[src/rtl/afrd_cfg.svh]
// Constants of the request frame decoder: offsets, field positions, codes and limits.
// Notes on behaviour
// RULE1 - Queue-parameter frame with a value holds it pending until applied later.
// RULE2 - Queue-parameter frame without a value answers like an immediate query.
// RULE3 - Parameter frames are answered by a command-response frame of type 0x88.
// RULE4 - Frame identifier zero suppresses the parameter response.
// RULE5 - Command name is exactly two ASCII characters.
// RULE6 - Value bytes present means write; none present means read.
// RULE7 - Text frame is type 0x1F; its options byte carries no meaning.
// RULE8 - Host sends a 20 byte null-ended phone number of digits and plus.
// RULE9 - Text body is at most 160 characters.
// RULE10 - Transmit frames echo the identifier in status; zero suppresses it.
// RULE11 - Host adds the dialing prefix when no leading plus is given.
// RULE12 - IPv4 frame type 0x20: 32-bit address, then two 16-bit ports.
// RULE13 - Zero source port reuses a socket matching destination, else opens one.
// RULE14 - Nonzero source port needs a full match, else an error is reported.
// RULE15 - Network data on a transmit-created socket is forwarded to the host.
// RULE16 - A destination without a socket gets a newly created socket.
// RULE17 - Protocol byte: 0 UDP, 1 TCP, 4 TLS over TCP.
// RULE18 - Option bit 1 closes a TCP socket after sending; ignored for UDP.
// RULE19 - Host writes zero to reserved option bits 0 and 2 to 7.
// RULE20 - IPv4 payload is at most 1500 bytes.
// RULE21 - Frame starts with 0x7E and a two-byte frame-data length.
// RULE22 - Checksum is 0xFF minus sum of frame data; bad frames are ignored.
// RULE23 - Escaped mode sends 0x7D then byte XOR 0x20; counts use raw data.
// RULE24 - Multi-byte fields arrive most significant byte first.
// RULE25 - Frames of other types pass on unchanged.
// RULE26 - Frames shorter than their fixed header are discarded.
`ifndef AFRD_CFG_SVH
`define AFRD_CFG_SVH
`define AFRD_START 8'h7E
`define AFRD_ESC 8'h7D
`define AFRD_ESC_XOR 8'h20
`define AFRD_CSUM_OK 8'hFF
`define AFRD_T_IMM 8'h08
`define AFRD_T_QUEUE 8'h09
`define AFRD_T_SMS 8'h1F
`define AFRD_T_IPV4 8'h20
`define AFRD_T_CMDRSP 8'h88
`define AFRD_T_TXST 8'h89
`define AFRD_APPLY_CMD 16'h4143
`define AFRD_MIN_PARAM 16'h0004
`define AFRD_MIN_SMS 16'h0017
`define AFRD_MIN_IPV4 16'h000C
`define AFRD_MAX_SMS 16'h00B7
`define AFRD_MAX_IPV4 16'h05E8
`define AFRD_PROTO_UDP 8'h00
`define AFRD_PROTO_TCP 8'h01
`define AFRD_PROTO_TLS 8'h04
`define AFRD_OPT_CLOSE 1
`define AFRD_ST_OK 8'h00
`define AFRD_ST_ERR 8'h01
`define AFRD_NSOCK 4
`define AFRD_EPH_BASE 16'hC000
`define AFRD_A_CTRL 4'h0
`define AFRD_A_COUNT 4'h1
`define AFRD_A_PCMD 4'h2
`define AFRD_A_PVAL 4'h3
`define AFRD_A_ACMD 4'h4
`define AFRD_A_AVAL 4'h5
`define AFRD_CTRL_ESC 0
`define AFRD_RST_CTRL 32'h0000_0000
`define AFRD_RESP_OK 2'b00
`define AFRD_RESP_SLVERR 2'b10
`endif

[src/rtl/afrd_pkg.sv]
// Types shared by the request frame decoder modules.
package afrd_pkg;
  typedef enum logic [2:0] {
    AFRD_IDLE = 3'b000,
    AFRD_LEN_HI = 3'b001,
    AFRD_LEN_LO = 3'b010,
    AFRD_DATA = 3'b011,
    AFRD_CSUM = 3'b100
  } afrd_state_type;
  typedef enum logic [1:0] {
    AFRD_K_SMS = 2'b00,
    AFRD_K_IPV4 = 2'b01,
    AFRD_K_OTHER = 2'b10,
    AFRD_K_PARAM = 2'b11
  } afrd_kind_type;
endpackage

[src/rtl/afrd_sock_if.sv]
// Interface between the frame decoder and its socket table.
`timescale 1ns/1ps
`default_nettype none
interface afrd_sock_if;
  logic req;
  logic [31:0] daddr;
  logic [15:0] dport;
  logic [15:0] sport;
  logic [7:0] proto;
  logic close;
  logic ok;
  logic [1:0] idx;
  logic [1:0] rd_idx;
  logic rd_open;
  logic [31:0] rd_daddr;
  logic [15:0] rd_dport;
  modport table_end (input req, daddr, dport, sport, proto, close, rd_idx,
    output ok, idx, rd_open, rd_daddr, rd_dport);
  modport user_end (output req, daddr, dport, sport, proto, close, rd_idx,
    input ok, idx, rd_open, rd_daddr, rd_dport);
endinterface
`default_nettype wire

[src/rtl/afrd_top.sv]
// Request frame decoder: framing, parameter queue, text and IPv4 transmit requests.
//
// Register access over AXI4-Lite and the placing of the registers are this design's own decisions.
`timescale 1ns/1ps
`default_nettype none
`include "afrd_cfg.svh"
module afrd_top
  import afrd_pkg::*;
(
  input wire logic aclk,
  input wire logic aresetn,
  input wire logic [5:0] s_axi_awaddr,
  input wire logic s_axi_awvalid,
  output logic s_axi_awready,
  input wire logic [31:0] s_axi_wdata,
  input wire logic [3:0] s_axi_wstrb,
  input wire logic s_axi_wvalid,
  output logic s_axi_wready,
  output logic [1:0] s_axi_bresp,
  output logic s_axi_bvalid,
  input wire logic s_axi_bready,
  input wire logic [5:0] s_axi_araddr,
  input wire logic s_axi_arvalid,
  output logic s_axi_arready,
  output logic [31:0] s_axi_rdata,
  output logic [1:0] s_axi_rresp,
  output logic s_axi_rvalid,
  input wire logic s_axi_rready,
  input wire logic ser_valid,
  input wire logic [7:0] ser_byte,
  output logic str_valid,
  output logic [7:0] str_data,
  output logic [1:0] str_kind,
  output logic str_end,
  output logic str_good,
  output logic reply_valid,
  output logic [7:0] reply_type,
  output logic [7:0] reply_id,
  output logic [15:0] reply_cmd,
  output logic [31:0] reply_data,
  output logic [7:0] reply_status,
  output logic commit_valid,
  output logic [15:0] commit_cmd,
  output logic [31:0] commit_value,
  output logic tx_send,
  output logic [1:0] tx_sock,
  output logic [7:0] tx_proto,
  output logic [15:0] tx_len,
  input wire logic net_rx_valid,
  input wire logic [1:0] net_rx_sock,
  output logic rx_fwd_valid,
  output logic [1:0] rx_fwd_sock,
  output logic [31:0] rx_fwd_daddr,
  output logic [15:0] rx_fwd_dport
);
  function automatic logic [7:0] csum_add(input logic [7:0] a, input logic [7:0] b);
    csum_add = a + b;
  endfunction

  // ****************************************************************
  // Byte unescaping and socket table.
  // ****************************************************************
  logic [31:0] ctrl_reg;
  logic u_valid, u_start;
  logic [7:0] u_byte;
  afrd_sock_if sif();
  afrd_unescape u_unesc (
    .aclk(aclk),
    .aresetn(aresetn),
    .escaped(ctrl_reg[`AFRD_CTRL_ESC]),
    .in_valid(ser_valid),
    .in_byte(ser_byte),
    .out_valid(u_valid),
    .out_start(u_start),
    .out_byte(u_byte)
  );
  afrd_sock_table u_sock (
    .aclk(aclk),
    .aresetn(aresetn),
    .s(sif.table_end)
  );

  // ****************************************************************
  // Frame parser.
  // ****************************************************************
  afrd_state_type state_reg;
  logic [15:0] len_reg, idx_reg, vcnt_reg;
  logic [7:0] sum_reg, type_reg, id_reg, proto_reg, opt_reg;
  logic [15:0] cmd_reg, dport_reg, sport_reg;
  logic [31:0] val_reg, daddr_reg;
  logic [15:0] good_cnt_reg, bad_cnt_reg;
  logic pend_valid_reg, apply_next_reg;
  logic [15:0] pend_cmd_reg, appl_cmd_reg;
  logic [31:0] pend_val_reg, appl_val_reg;

  wire in_frame = state_reg == AFRD_DATA || state_reg == AFRD_CSUM;
  wire data_byte = u_valid && state_reg == AFRD_DATA;
  wire csum_byte = u_valid && state_reg == AFRD_CSUM;
  wire [7:0] cur_type = (idx_reg == 16'h0000) ? u_byte : type_reg;
  wire is_param = type_reg == `AFRD_T_QUEUE || type_reg == `AFRD_T_IMM;
  wire is_sms = type_reg == `AFRD_T_SMS; // RULE7
  wire is_ipv4 = type_reg == `AFRD_T_IPV4; // RULE12
  wire [15:0] min_len = is_param ? `AFRD_MIN_PARAM : is_sms ? `AFRD_MIN_SMS :
    is_ipv4 ? `AFRD_MIN_IPV4 : 16'h0001;
  wire len_ok = len_reg >= min_len && // RULE26
    !(is_sms && len_reg > `AFRD_MAX_SMS) && // RULE9
    !(is_ipv4 && len_reg > `AFRD_MAX_IPV4); // RULE20
  wire sum_ok = csum_add(sum_reg, u_byte) == `AFRD_CSUM_OK; // RULE22
  wire good = csum_byte && sum_ok && len_ok;
  wire bad = (csum_byte && !good) || (u_start && in_frame);
  wire has_value = vcnt_reg != 16'h0000; // RULE6
  wire param_write = good && is_param && has_value;
  wire param_read = good && is_param && !has_value; // RULE2
  wire is_apply = type_reg == `AFRD_T_IMM && cmd_reg == `AFRD_APPLY_CMD;
  wire [1:0] kind_now = cur_type == `AFRD_T_SMS ? AFRD_K_SMS :
    cur_type == `AFRD_T_IPV4 ? AFRD_K_IPV4 :
    (cur_type == `AFRD_T_QUEUE || cur_type == `AFRD_T_IMM) ? AFRD_K_PARAM : AFRD_K_OTHER;
  wire [15:0] pay_start = kind_now == AFRD_K_SMS ? `AFRD_MIN_SMS : `AFRD_MIN_IPV4;
  wire str_now = data_byte && (kind_now == AFRD_K_OTHER || // RULE25
    (kind_now != AFRD_K_PARAM && idx_reg >= pay_start));
  wire last_data = idx_reg + 16'h0001 == len_reg;

  always_ff @(posedge aclk) begin
    if (!aresetn) begin
      state_reg <= AFRD_IDLE;
      len_reg <= 16'h0000;
      idx_reg <= 16'h0000;
      sum_reg <= 8'h00;
    end else if (u_start) begin
      state_reg <= AFRD_LEN_HI; // RULE21
    end else if (u_valid) begin
      unique case (state_reg)
        AFRD_IDLE: state_reg <= AFRD_IDLE;
        AFRD_LEN_HI: begin
          len_reg[15:8] <= u_byte; // RULE24
          state_reg <= AFRD_LEN_LO;
        end
        AFRD_LEN_LO: begin
          len_reg[7:0] <= u_byte;
          idx_reg <= 16'h0000;
          sum_reg <= 8'h00;
          state_reg <= ({len_reg[15:8], u_byte} == 16'h0000) ? AFRD_CSUM : AFRD_DATA;
        end
        AFRD_DATA: begin
          sum_reg <= csum_add(sum_reg, u_byte);
          idx_reg <= idx_reg + 16'h0001;
          if (last_data) begin
            state_reg <= AFRD_CSUM;
          end
        end
        AFRD_CSUM: state_reg <= AFRD_IDLE;
        default: state_reg <= AFRD_IDLE;
      endcase
    end
  end

  // Field capture by position within the frame data.
  always_ff @(posedge aclk) begin
    if (!aresetn) begin
      type_reg <= 8'h00;
      id_reg <= 8'h00;
      cmd_reg <= 16'h0000;
      val_reg <= 32'h0000_0000;
      vcnt_reg <= 16'h0000;
      daddr_reg <= 32'h0000_0000;
      dport_reg <= 16'h0000;
      sport_reg <= 16'h0000;
      proto_reg <= 8'h00;
      opt_reg <= 8'h00;
    end else if (data_byte) begin
      unique case (idx_reg)
        16'h0000: begin
          type_reg <= u_byte;
          vcnt_reg <= 16'h0000;
          val_reg <= 32'h0000_0000;
        end
        16'h0001: id_reg <= u_byte;
        default: begin
          if (is_param) begin
            if (idx_reg < `AFRD_MIN_PARAM) begin
              cmd_reg <= {cmd_reg[7:0], u_byte}; // RULE5
            end else begin
              val_reg <= {val_reg[23:0], u_byte};
              vcnt_reg <= vcnt_reg + 16'h0001;
            end
          end else if (is_ipv4 && idx_reg < `AFRD_MIN_IPV4) begin
            if (idx_reg < 16'h0006) begin
              daddr_reg <= {daddr_reg[23:0], u_byte}; // RULE24
            end else if (idx_reg < 16'h0008) begin
              dport_reg <= {dport_reg[7:0], u_byte};
            end else if (idx_reg < 16'h000A) begin
              sport_reg <= {sport_reg[7:0], u_byte};
            end else if (idx_reg == 16'h000A) begin
              proto_reg <= u_byte; // RULE17
            end else begin
              opt_reg <= u_byte;
            end
          end
        end
      endcase
    end
  end

  // ****************************************************************
  // Payload and pass-through stream.
  // ****************************************************************
  always_ff @(posedge aclk) begin
    if (!aresetn) begin
      str_valid <= 1'b0;
      str_data <= 8'h00;
      str_kind <= AFRD_K_OTHER;
      str_end <= 1'b0;
      str_good <= 1'b0;
    end else begin
      str_valid <= str_now;
      str_end <= (good || bad) && !is_param;
      str_good <= good;
      if (str_now) begin
        str_data <= u_byte;
        str_kind <= kind_now;
      end
    end
  end

  // ****************************************************************
  // Parameter queue and commit.
  // ****************************************************************
  wire commit_pend = (param_write && type_reg == `AFRD_T_IMM && pend_valid_reg) || apply_next_reg;
  wire commit_imm = param_write && type_reg == `AFRD_T_IMM && !pend_valid_reg;
  wire queue_now = param_write && (type_reg == `AFRD_T_QUEUE || pend_valid_reg && !is_apply);
  always_ff @(posedge aclk) begin
    if (!aresetn) begin
      pend_valid_reg <= 1'b0;
      apply_next_reg <= 1'b0;
      pend_cmd_reg <= 16'h0000;
      pend_val_reg <= 32'h0000_0000;
      appl_cmd_reg <= 16'h0000;
      appl_val_reg <= 32'h0000_0000;
      commit_valid <= 1'b0;
      commit_cmd <= 16'h0000;
      commit_value <= 32'h0000_0000;
    end else begin
      commit_valid <= (commit_pend && pend_valid_reg) || (commit_imm && !is_apply) ||
        (good && is_apply && !has_value && pend_valid_reg);
      apply_next_reg <= param_write && type_reg == `AFRD_T_IMM && pend_valid_reg && !is_apply;
      if ((commit_pend || (good && is_apply)) && pend_valid_reg) begin
        commit_cmd <= pend_cmd_reg; // RULE1
        commit_value <= pend_val_reg;
        appl_cmd_reg <= pend_cmd_reg;
        appl_val_reg <= pend_val_reg;
        pend_valid_reg <= 1'b0;
      end else if (commit_imm && !is_apply) begin
        commit_cmd <= cmd_reg;
        commit_value <= val_reg;
        appl_cmd_reg <= cmd_reg;
        appl_val_reg <= val_reg;
      end
      if (queue_now) begin
        pend_valid_reg <= 1'b1; // RULE1
        pend_cmd_reg <= cmd_reg;
        pend_val_reg <= val_reg;
      end
    end
  end

  // ****************************************************************
  // Replies, transmit requests and receive forwarding.
  // ****************************************************************
  wire [31:0] query_val = (cmd_reg == appl_cmd_reg) ? appl_val_reg : 32'h0000_0000;
  wire [7:0] query_st = (cmd_reg == appl_cmd_reg) ? `AFRD_ST_OK : `AFRD_ST_ERR;
  wire ip_done = good && is_ipv4;
  wire tx_done = good && (is_ipv4 || is_sms);
  wire [7:0] tx_st = (is_sms || sif.ok) ? `AFRD_ST_OK : `AFRD_ST_ERR; // RULE14
  assign sif.req = ip_done;
  assign sif.daddr = daddr_reg;
  assign sif.dport = dport_reg;
  assign sif.sport = sport_reg;
  assign sif.proto = proto_reg;
  assign sif.close = opt_reg[`AFRD_OPT_CLOSE]; // RULE18
  assign sif.rd_idx = net_rx_sock;
  always_ff @(posedge aclk) begin
    if (!aresetn) begin
      reply_valid <= 1'b0;
      reply_type <= 8'h00;
      reply_id <= 8'h00;
      reply_cmd <= 16'h0000;
      reply_data <= 32'h0000_0000;
      reply_status <= 8'h00;
      tx_send <= 1'b0;
      tx_sock <= 2'd0;
      tx_proto <= 8'h00;
      tx_len <= 16'h0000;
      rx_fwd_valid <= 1'b0;
      rx_fwd_sock <= 2'd0;
      rx_fwd_daddr <= 32'h0000_0000;
      rx_fwd_dport <= 16'h0000;
    end else begin
      reply_valid <= ((good && is_param) || tx_done) && id_reg != 8'h00; // RULE4 RULE10
      if (good && is_param) begin
        reply_type <= `AFRD_T_CMDRSP; // RULE3
        reply_id <= id_reg;
        reply_cmd <= cmd_reg;
        reply_data <= param_read ? query_val : 32'h0000_0000;
        reply_status <= param_read ? query_st : `AFRD_ST_OK;
      end else if (tx_done) begin
        reply_type <= `AFRD_T_TXST;
        reply_id <= id_reg;
        reply_cmd <= 16'h0000;
        reply_data <= 32'h0000_0000;
        reply_status <= tx_st;
      end
      tx_send <= tx_done && (is_sms || sif.ok); // RULE13
      if (tx_done) begin
        tx_sock <= sif.idx;
        tx_proto <= proto_reg;
        tx_len <= len_reg - (is_sms ? `AFRD_MIN_SMS : `AFRD_MIN_IPV4);
      end
      rx_fwd_valid <= net_rx_valid && sif.rd_open; // RULE15
      if (net_rx_valid) begin
        rx_fwd_sock <= net_rx_sock;
        rx_fwd_daddr <= sif.rd_daddr;
        rx_fwd_dport <= sif.rd_dport;
      end
    end
  end

  // ****************************************************************
  // AXI4-Lite register slave.
  // ****************************************************************
  logic aw_held_reg, w_held_reg;
  logic [3:0] aw_idx_reg;
  logic [31:0] w_data_reg;
  logic w_strb0_reg;
  wire aw_take = s_axi_awvalid && s_axi_awready;
  wire w_take = s_axi_wvalid && s_axi_wready;
  wire aw_have = aw_held_reg || aw_take;
  wire w_have = w_held_reg || w_take;
  wire [3:0] wr_idx = aw_held_reg ? aw_idx_reg : s_axi_awaddr[5:2];
  wire [31:0] wr_data = w_held_reg ? w_data_reg : s_axi_wdata;
  wire wr_strb0 = w_held_reg ? w_strb0_reg : s_axi_wstrb[0];
  wire wr_fire = aw_have && w_have && !s_axi_bvalid;
  wire [3:0] rd_idx = s_axi_araddr[5:2];
  wire rd_hit = rd_idx <= `AFRD_A_AVAL;
  wire [31:0] rd_word = rd_idx == `AFRD_A_CTRL ? ctrl_reg :
    rd_idx == `AFRD_A_COUNT ? {bad_cnt_reg, good_cnt_reg} :
    rd_idx == `AFRD_A_PCMD ? {15'h0000, pend_valid_reg, pend_cmd_reg} :
    rd_idx == `AFRD_A_PVAL ? pend_val_reg :
    rd_idx == `AFRD_A_ACMD ? {16'h0000, appl_cmd_reg} :
    rd_idx == `AFRD_A_AVAL ? appl_val_reg : 32'h0000_0000;
  assign s_axi_awready = !aw_held_reg && !s_axi_bvalid;
  assign s_axi_wready = !w_held_reg && !s_axi_bvalid;
  assign s_axi_arready = !s_axi_rvalid;
  always_ff @(posedge aclk) begin
    if (!aresetn) begin
      aw_held_reg <= 1'b0;
      w_held_reg <= 1'b0;
      aw_idx_reg <= 4'h0;
      w_data_reg <= 32'h0000_0000;
      w_strb0_reg <= 1'b0;
      ctrl_reg <= `AFRD_RST_CTRL;
      s_axi_bvalid <= 1'b0;
      s_axi_bresp <= `AFRD_RESP_OK;
      s_axi_rvalid <= 1'b0;
      s_axi_rdata <= 32'h0000_0000;
      s_axi_rresp <= `AFRD_RESP_OK;
      good_cnt_reg <= 16'h0000;
      bad_cnt_reg <= 16'h0000;
    end else begin
      good_cnt_reg <= good_cnt_reg + {15'h0000, good};
      bad_cnt_reg <= bad_cnt_reg + {15'h0000, bad};
      aw_held_reg <= aw_have && !wr_fire;
      w_held_reg <= w_have && !wr_fire;
      if (aw_take) begin
        aw_idx_reg <= s_axi_awaddr[5:2];
      end
      if (w_take) begin
        w_data_reg <= s_axi_wdata;
        w_strb0_reg <= s_axi_wstrb[0];
      end
      if (wr_fire) begin
        s_axi_bvalid <= 1'b1;
        s_axi_bresp <= (wr_idx <= `AFRD_A_AVAL) ? `AFRD_RESP_OK : `AFRD_RESP_SLVERR;
        if (wr_idx == `AFRD_A_CTRL && wr_strb0) begin
          ctrl_reg <= {31'h0000_0000, wr_data[`AFRD_CTRL_ESC]}; // RULE23
        end
      end else if (s_axi_bready) begin
        s_axi_bvalid <= 1'b0;
      end
      if (s_axi_arvalid && s_axi_arready) begin
        s_axi_rvalid <= 1'b1;
        s_axi_rdata <= rd_word;
        s_axi_rresp <= rd_hit ? `AFRD_RESP_OK : `AFRD_RESP_SLVERR;
      end else if (s_axi_rready) begin
        s_axi_rvalid <= 1'b0;
      end
    end
  end
endmodule
`default_nettype wire

[src/rtl/afrd_unescape.sv]
// Byte unescaper: removes escape pairs and flags raw start delimiters.
`timescale 1ns/1ps
`default_nettype none
`include "afrd_cfg.svh"
module afrd_unescape
  import afrd_pkg::*;
(
  input wire logic aclk,
  input wire logic aresetn,
  input wire logic escaped,
  input wire logic in_valid,
  input wire logic [7:0] in_byte,
  output logic out_valid,
  output logic out_start,
  output logic [7:0] out_byte
);
  logic esc_reg;
  wire is_esc = escaped && in_byte == `AFRD_ESC && !esc_reg;
  wire is_start = in_byte == `AFRD_START;
  always_ff @(posedge aclk) begin
    if (!aresetn) begin
      esc_reg <= 1'b0;
      out_valid <= 1'b0;
      out_start <= 1'b0;
      out_byte <= 8'h00;
    end else begin
      out_valid <= in_valid && !is_esc && !is_start;
      out_start <= in_valid && is_start;
      if (in_valid) begin
        esc_reg <= is_esc;
        out_byte <= esc_reg ? (in_byte ^ `AFRD_ESC_XOR) : in_byte; // RULE23
      end
    end
  end
endmodule
`default_nettype wire

[src/rtl/afrd_sock_table.sv]
// Socket table: address and port matching, opening and closing of sockets.
`timescale 1ns/1ps
`default_nettype none
`include "afrd_cfg.svh"
module afrd_sock_table
  import afrd_pkg::*;
(
  input wire logic aclk,
  input wire logic aresetn,
  afrd_sock_if.table_end s
);
  logic [`AFRD_NSOCK-1:0] open_reg;
  logic [31:0] daddr_reg [`AFRD_NSOCK];
  logic [15:0] dport_reg [`AFRD_NSOCK];
  logic [15:0] sport_reg [`AFRD_NSOCK];
  logic [15:0] eph_reg;
  logic hit, free;
  logic [1:0] hit_idx, free_idx;
  always_comb begin
    hit = 1'b0;
    free = 1'b0;
    hit_idx = 2'd0;
    free_idx = 2'd0;
    for (int i = `AFRD_NSOCK - 1; i >= 0; i--) begin
      if (open_reg[i] && daddr_reg[i] == s.daddr && dport_reg[i] == s.dport &&
          (s.sport == 16'h0000 || sport_reg[i] == s.sport)) begin // RULE13 RULE14
        hit = 1'b1;
        hit_idx = 2'(i);
      end
      if (!open_reg[i]) begin
        free = 1'b1;
        free_idx = 2'(i);
      end
    end
  end
  wire make_new = !hit && free && s.sport == 16'h0000; // RULE16
  wire closing = s.close && s.proto != `AFRD_PROTO_UDP; // RULE18
  assign s.ok = hit || make_new;
  assign s.idx = hit ? hit_idx : free_idx;
  assign s.rd_open = open_reg[s.rd_idx];
  assign s.rd_daddr = daddr_reg[s.rd_idx];
  assign s.rd_dport = dport_reg[s.rd_idx];
  always_ff @(posedge aclk) begin
    if (!aresetn) begin
      open_reg <= '0;
      eph_reg <= `AFRD_EPH_BASE;
      for (int i = 0; i < `AFRD_NSOCK; i++) begin
        daddr_reg[i] <= 32'h0000_0000;
        dport_reg[i] <= 16'h0000;
        sport_reg[i] <= 16'h0000;
      end
    end else if (s.req && s.ok) begin
      if (make_new) begin
        daddr_reg[s.idx] <= s.daddr;
        dport_reg[s.idx] <= s.dport;
        sport_reg[s.idx] <= eph_reg;
        eph_reg <= eph_reg + 16'h0001;
      end
      open_reg[s.idx] <= !closing;
    end
  end
endmodule
`default_nettype wire

[config.mk]
export PLATFORM = sky130hd
export DESIGN_NAME = afrd_top
export DESIGN_NICKNAME = d
export VERILOG_FILES = /design/src/rtl/afrd_pkg.sv /design/src/rtl/afrd_sock_if.sv /design/src/rtl/afrd_top.sv /design/src/rtl/afrd_unescape.sv /design/src/rtl/afrd_sock_table.sv
export VERILOG_INCLUDE_DIRS = /design/src /design/src/rtl
export SDC_FILE = /design/constraint.sdc
export NUM_CORES = 2
export LEC_CHECK = 0
export ABC_AREA = 1
export BUFFER_PORTS_ARGS = -buffer_cell sky130_fd_sc_hd__buf_4
export CAP_MARGIN = 10
export CORE_MARGIN = 1
export CORE_UTILIZATION = 45
export DETAILED_ROUTE_END_ITERATION = 16
export GPL_ROUTABILITY_DRIVEN = 0
export PLACE_DENSITY = 0.63
export SLEW_MARGIN = 0
export SYNTH_ARGS = -nofsm -noshare
export SYNTH_HDL_FRONTEND = slang
export SYNTH_HIERARCHICAL = 1
export SYNTH_SLANG_ARGS = --single-unit
export TNS_END_PERCENT = 30
[constraint.sdc]
create_clock -name aclk -period 11.1 [get_ports aclk]
set_clock_uncertainty 0.15 [all_clocks]
set_input_delay 0.555 -clock aclk [delete_from_list [all_inputs] [get_ports aclk]]
set_output_delay 0.555 -clock aclk [all_outputs]
set_load 0.005 [all_outputs]
==> results.md <==
* Psw at 1602 uW
* Clock Path Buffers at 3
* Cell Pwr Density at 142.8 nW/um^2
* Clock-pin slew of the registers on the worst-case setup and hold paths at 0.06 ns
* Commonest non-fill, non-tap cells in the layout: 1420 x nand2_1, 970 x nor2_1, 553 x dfxtp_1
* Clk root buf: clkbuf_16
* Avg Inst Size Synth at 7.171 um^2
* CTS buffer count at 90
* Initial DRC count at 4184
* Row count at 109
* Largest net degree at the start of global routing at 117
* Die Y-Extent at 302.8 um
* Final period util at 51.14%
* Mux share of post-synthesis cell area at 0.02459%
* Share of layout cells above drive strength 1 at 9.758%
* Resized Gates After CTS at 0
* Slew @ Worst Pin at 1.222 ns
* Placed insts at 6895
* Full die area at 91670 um^2
* Max Slew Vio Count at 0
* Worst reg2reg path endpoint: reply_data[1]
* Antenna Cells at 0
* DR pass1 iterations at 6
* Via count at 38730
* First-pass GRT wire length at 213.6 mm
* Placed Area at 43330 um^2
* Worst Setup Start Kind: flip-flop
* Cts hold-fix bufs at 12
* Achievable Freq at 0.1762 GHz
* Main combinational cell family by area after synthesis: simple AND/OR/NAND/NOR gates
* Outcome: finished, final reports clean
* R2r setup slk at 5.42 ns
* Synth warn at 6
* CTS tree: yes
* GR Overflow Total at 0
* Peak VDD IR at 117.1 uV
* CP arrival at 6.10 ns
* # setup viols final at 0
* EDFF count, synth at 256
* Data required, critical path at 11.52 ns
* Synth Area in Compound Gates at 12.71%
* Hpwl dp at 98.20 mm
* Int Power at 5021 uW
* Sw Ratio at 24.19%
* Seq pwr share at 48.0%
* Post-synth ARST share at 0%
* Hold endpoint: u_unesc/out_byte[6]
* Fin Hold WS at 0.02214 ns
* Netlist Area Pre-Place at 40710 um^2
* Ys flop type: dfxtp_1
* IO Count at 321
* Clk pwr share at 45.5%
* Routed wire per std cell at 20.16 um
* Final cell count without fillers at 7068
* Nets at 5933
* Via density at 5.480
* Comb pwr share at 6.5%
* # clock sinks at 810
* Min-delay src: ser_byte[6]
* Tmin final at 5.676 ns
* Drt total wl at 142.5 mm
* Commonest non-fill, non-tap cell in the layout: nand2_1
* Worst r2r src: type_reg[2]
* Yosys reg bits at 810
* Die Width at 302.8 um
* Pleak at 0.01947 uW
* WS Path Type: reg -> reg
* Post-Syn Instances at 5677
* Clock latency on the worst-skew pair at 0.67 ns
* Max reg flops at 128
* Final Hold Vio Count at 0
* Residual DRC at 0
* IO Port Bufs at 268
* Vias in the first global route at 35690
* Post-CTS setup repair buffer count at 0
* # Max-Cap Violations at 0
* Synth Area in Adders at 1.020%
* Max-slew headroom at the worst pin at 18.25%
* Hold WC Path Type: in -> reg
* Setup crit end kind: flip-flop
* Setup tns final at 0 ns
* Distinct cells, synth at 61
* Max H-tree Level at 3
* Post-route cell area at 46380 um^2
* Core area at 89060 um^2
* Reg2Reg Depth at 23
* Post-route ant nets at 0
* Starting Density at 45.71%
* Area Overhead vs Synth at 13.93%
* Post-Synth XOR/XNOR Area at 2.099%
* Initial antenna violation count at 1
* Post-synthesis sequential area ratio at 46.13%
* RSZ-0062 raised after global routing: no
* Layout Utilization at 52.08%
* GRT Total Usage at 30.40%
* Synth Area in Simple Gates at 29.30%
* Crit-path max FO at 50
* Hold depth at 3
## worst max path at each step
| stage | endpoint | depth (start not counted) | startpoint | slack (ns) |
|---|---|---|---|---|
| after global placement | reply_data[2] | 23 | type_reg[2] | 5.50 |
| after detailed placement | reply_data[1] | 23 | type_reg[2] | 5.46 |
| after global routing | reply_data[3] | 23 | type_reg[2] | 4.90 |
| after CTS | reply_data[1] | 23 | type_reg[2] | 5.45 |
| after floorplan | u_sock/daddr_reg[3][0] | 20 | type_reg[2] | 3.20 |
| final | reply_data[1] | 23 | type_reg[2] | 5.42 |
## logic make-up after synthesis
family / after synthesis
muxes: 1
other: 1
xor gates and xnor gates: 96
AOI/OAI and AO/OA: 963
DFF: 810
and+or+nand+nor: 2909
adders and majority gates: 32
buffers and inverters: 865
## power by group through the flow
| stage | Clock (uW) | Combinational, uW | Sequential (uW) |
|---|---|---|---|
| floorplan | 0 | 255 | 3220 |
| global placement | 0 | 417 | 3240 |
| detailed placement | 0 | 420 | 3240 |
| CTS | 3060 | 425 | 3170 |
| global route | 3180 | 468 | 3180 |
| finish | 3020 | 431 | 3180 |
## metal layers
layer	wire length, um	GRT usage (%)	vias up	share of wire [%]
met3	12740	5.048	347	8.9
met4	7168	14.98	0	5.0
met1	58950	40.30	17990	41
met5	0	0	-	0
met2	63660	48.06	1765	45
li1	-	-	18630	-
## synthesized netlist by cell type (all sizes together), types with 8 or more instances
master  instances  area (um^2)
nand2        1435         5411
a32o            9        90.09
nand4          52        352.8
nor3          106        579.3
edfxtp        256         7687
nor4           29        181.4
a211oi         57        427.9
ha             30        375.4
a21oi         438         2196
buf           103        680.7
nand3         244         1244
o21ai         389         1947
xnor2          43        376.6
nor2         1010         3919
o211ai         28        210.2
o22ai          12        75.07
clkinv         12        45.04
and2            8        50.05
inv           587         2203
xor2           52        455.4
nand3b         11        82.58
dfxtp         554        11090
clkbuf        163        616.8
## layout make-up
class                           instances  area, um^2
Clock buffer                          123        2561
Clock inverter                         38       372.9
Fill cell                            8728       42680
Inverter                              599        2258
Multi-Input combinational cell       4015       18520
Sequential cell                       810       18780
Tap cell                             1165        1458
Timing Repair Buffer                  318        2436
## per-stage QoR
stage               worst slack [ns]  total power (uW)
CTS                            5.448              6664
detailed placement             5.456              3658
floorplan                      3.196              3480
finish                         5.424              6623
global placement               5.502              3653
global route                   4.901              6828
## critical path, stage by stage, from the launching register on
cell and delay (ns):
dfxtp_1 0.35, inv_1 0.07, nor3_1 0.26, nand4_1 0.32, inv_1 0.29, nor3_1 0.09
ha_1 0.28, nand2_1 0.05, inv_1 0.04, nand2_1 0.04, nand2_1 0.05, nand2_1 0.05
nand2_1 0.10, nand2_1 0.10, nor2_4 0.15, nand2_2 0.13, nor2_4 0.51, inv_1 0.46
nand2_2 0.14, buf_4 0.45, inv_2 0.49, nor2_4 0.42, nand2_1 0.26, o21ai_0 0.29
Note: power is estimated with default switching activity, not from simulation.
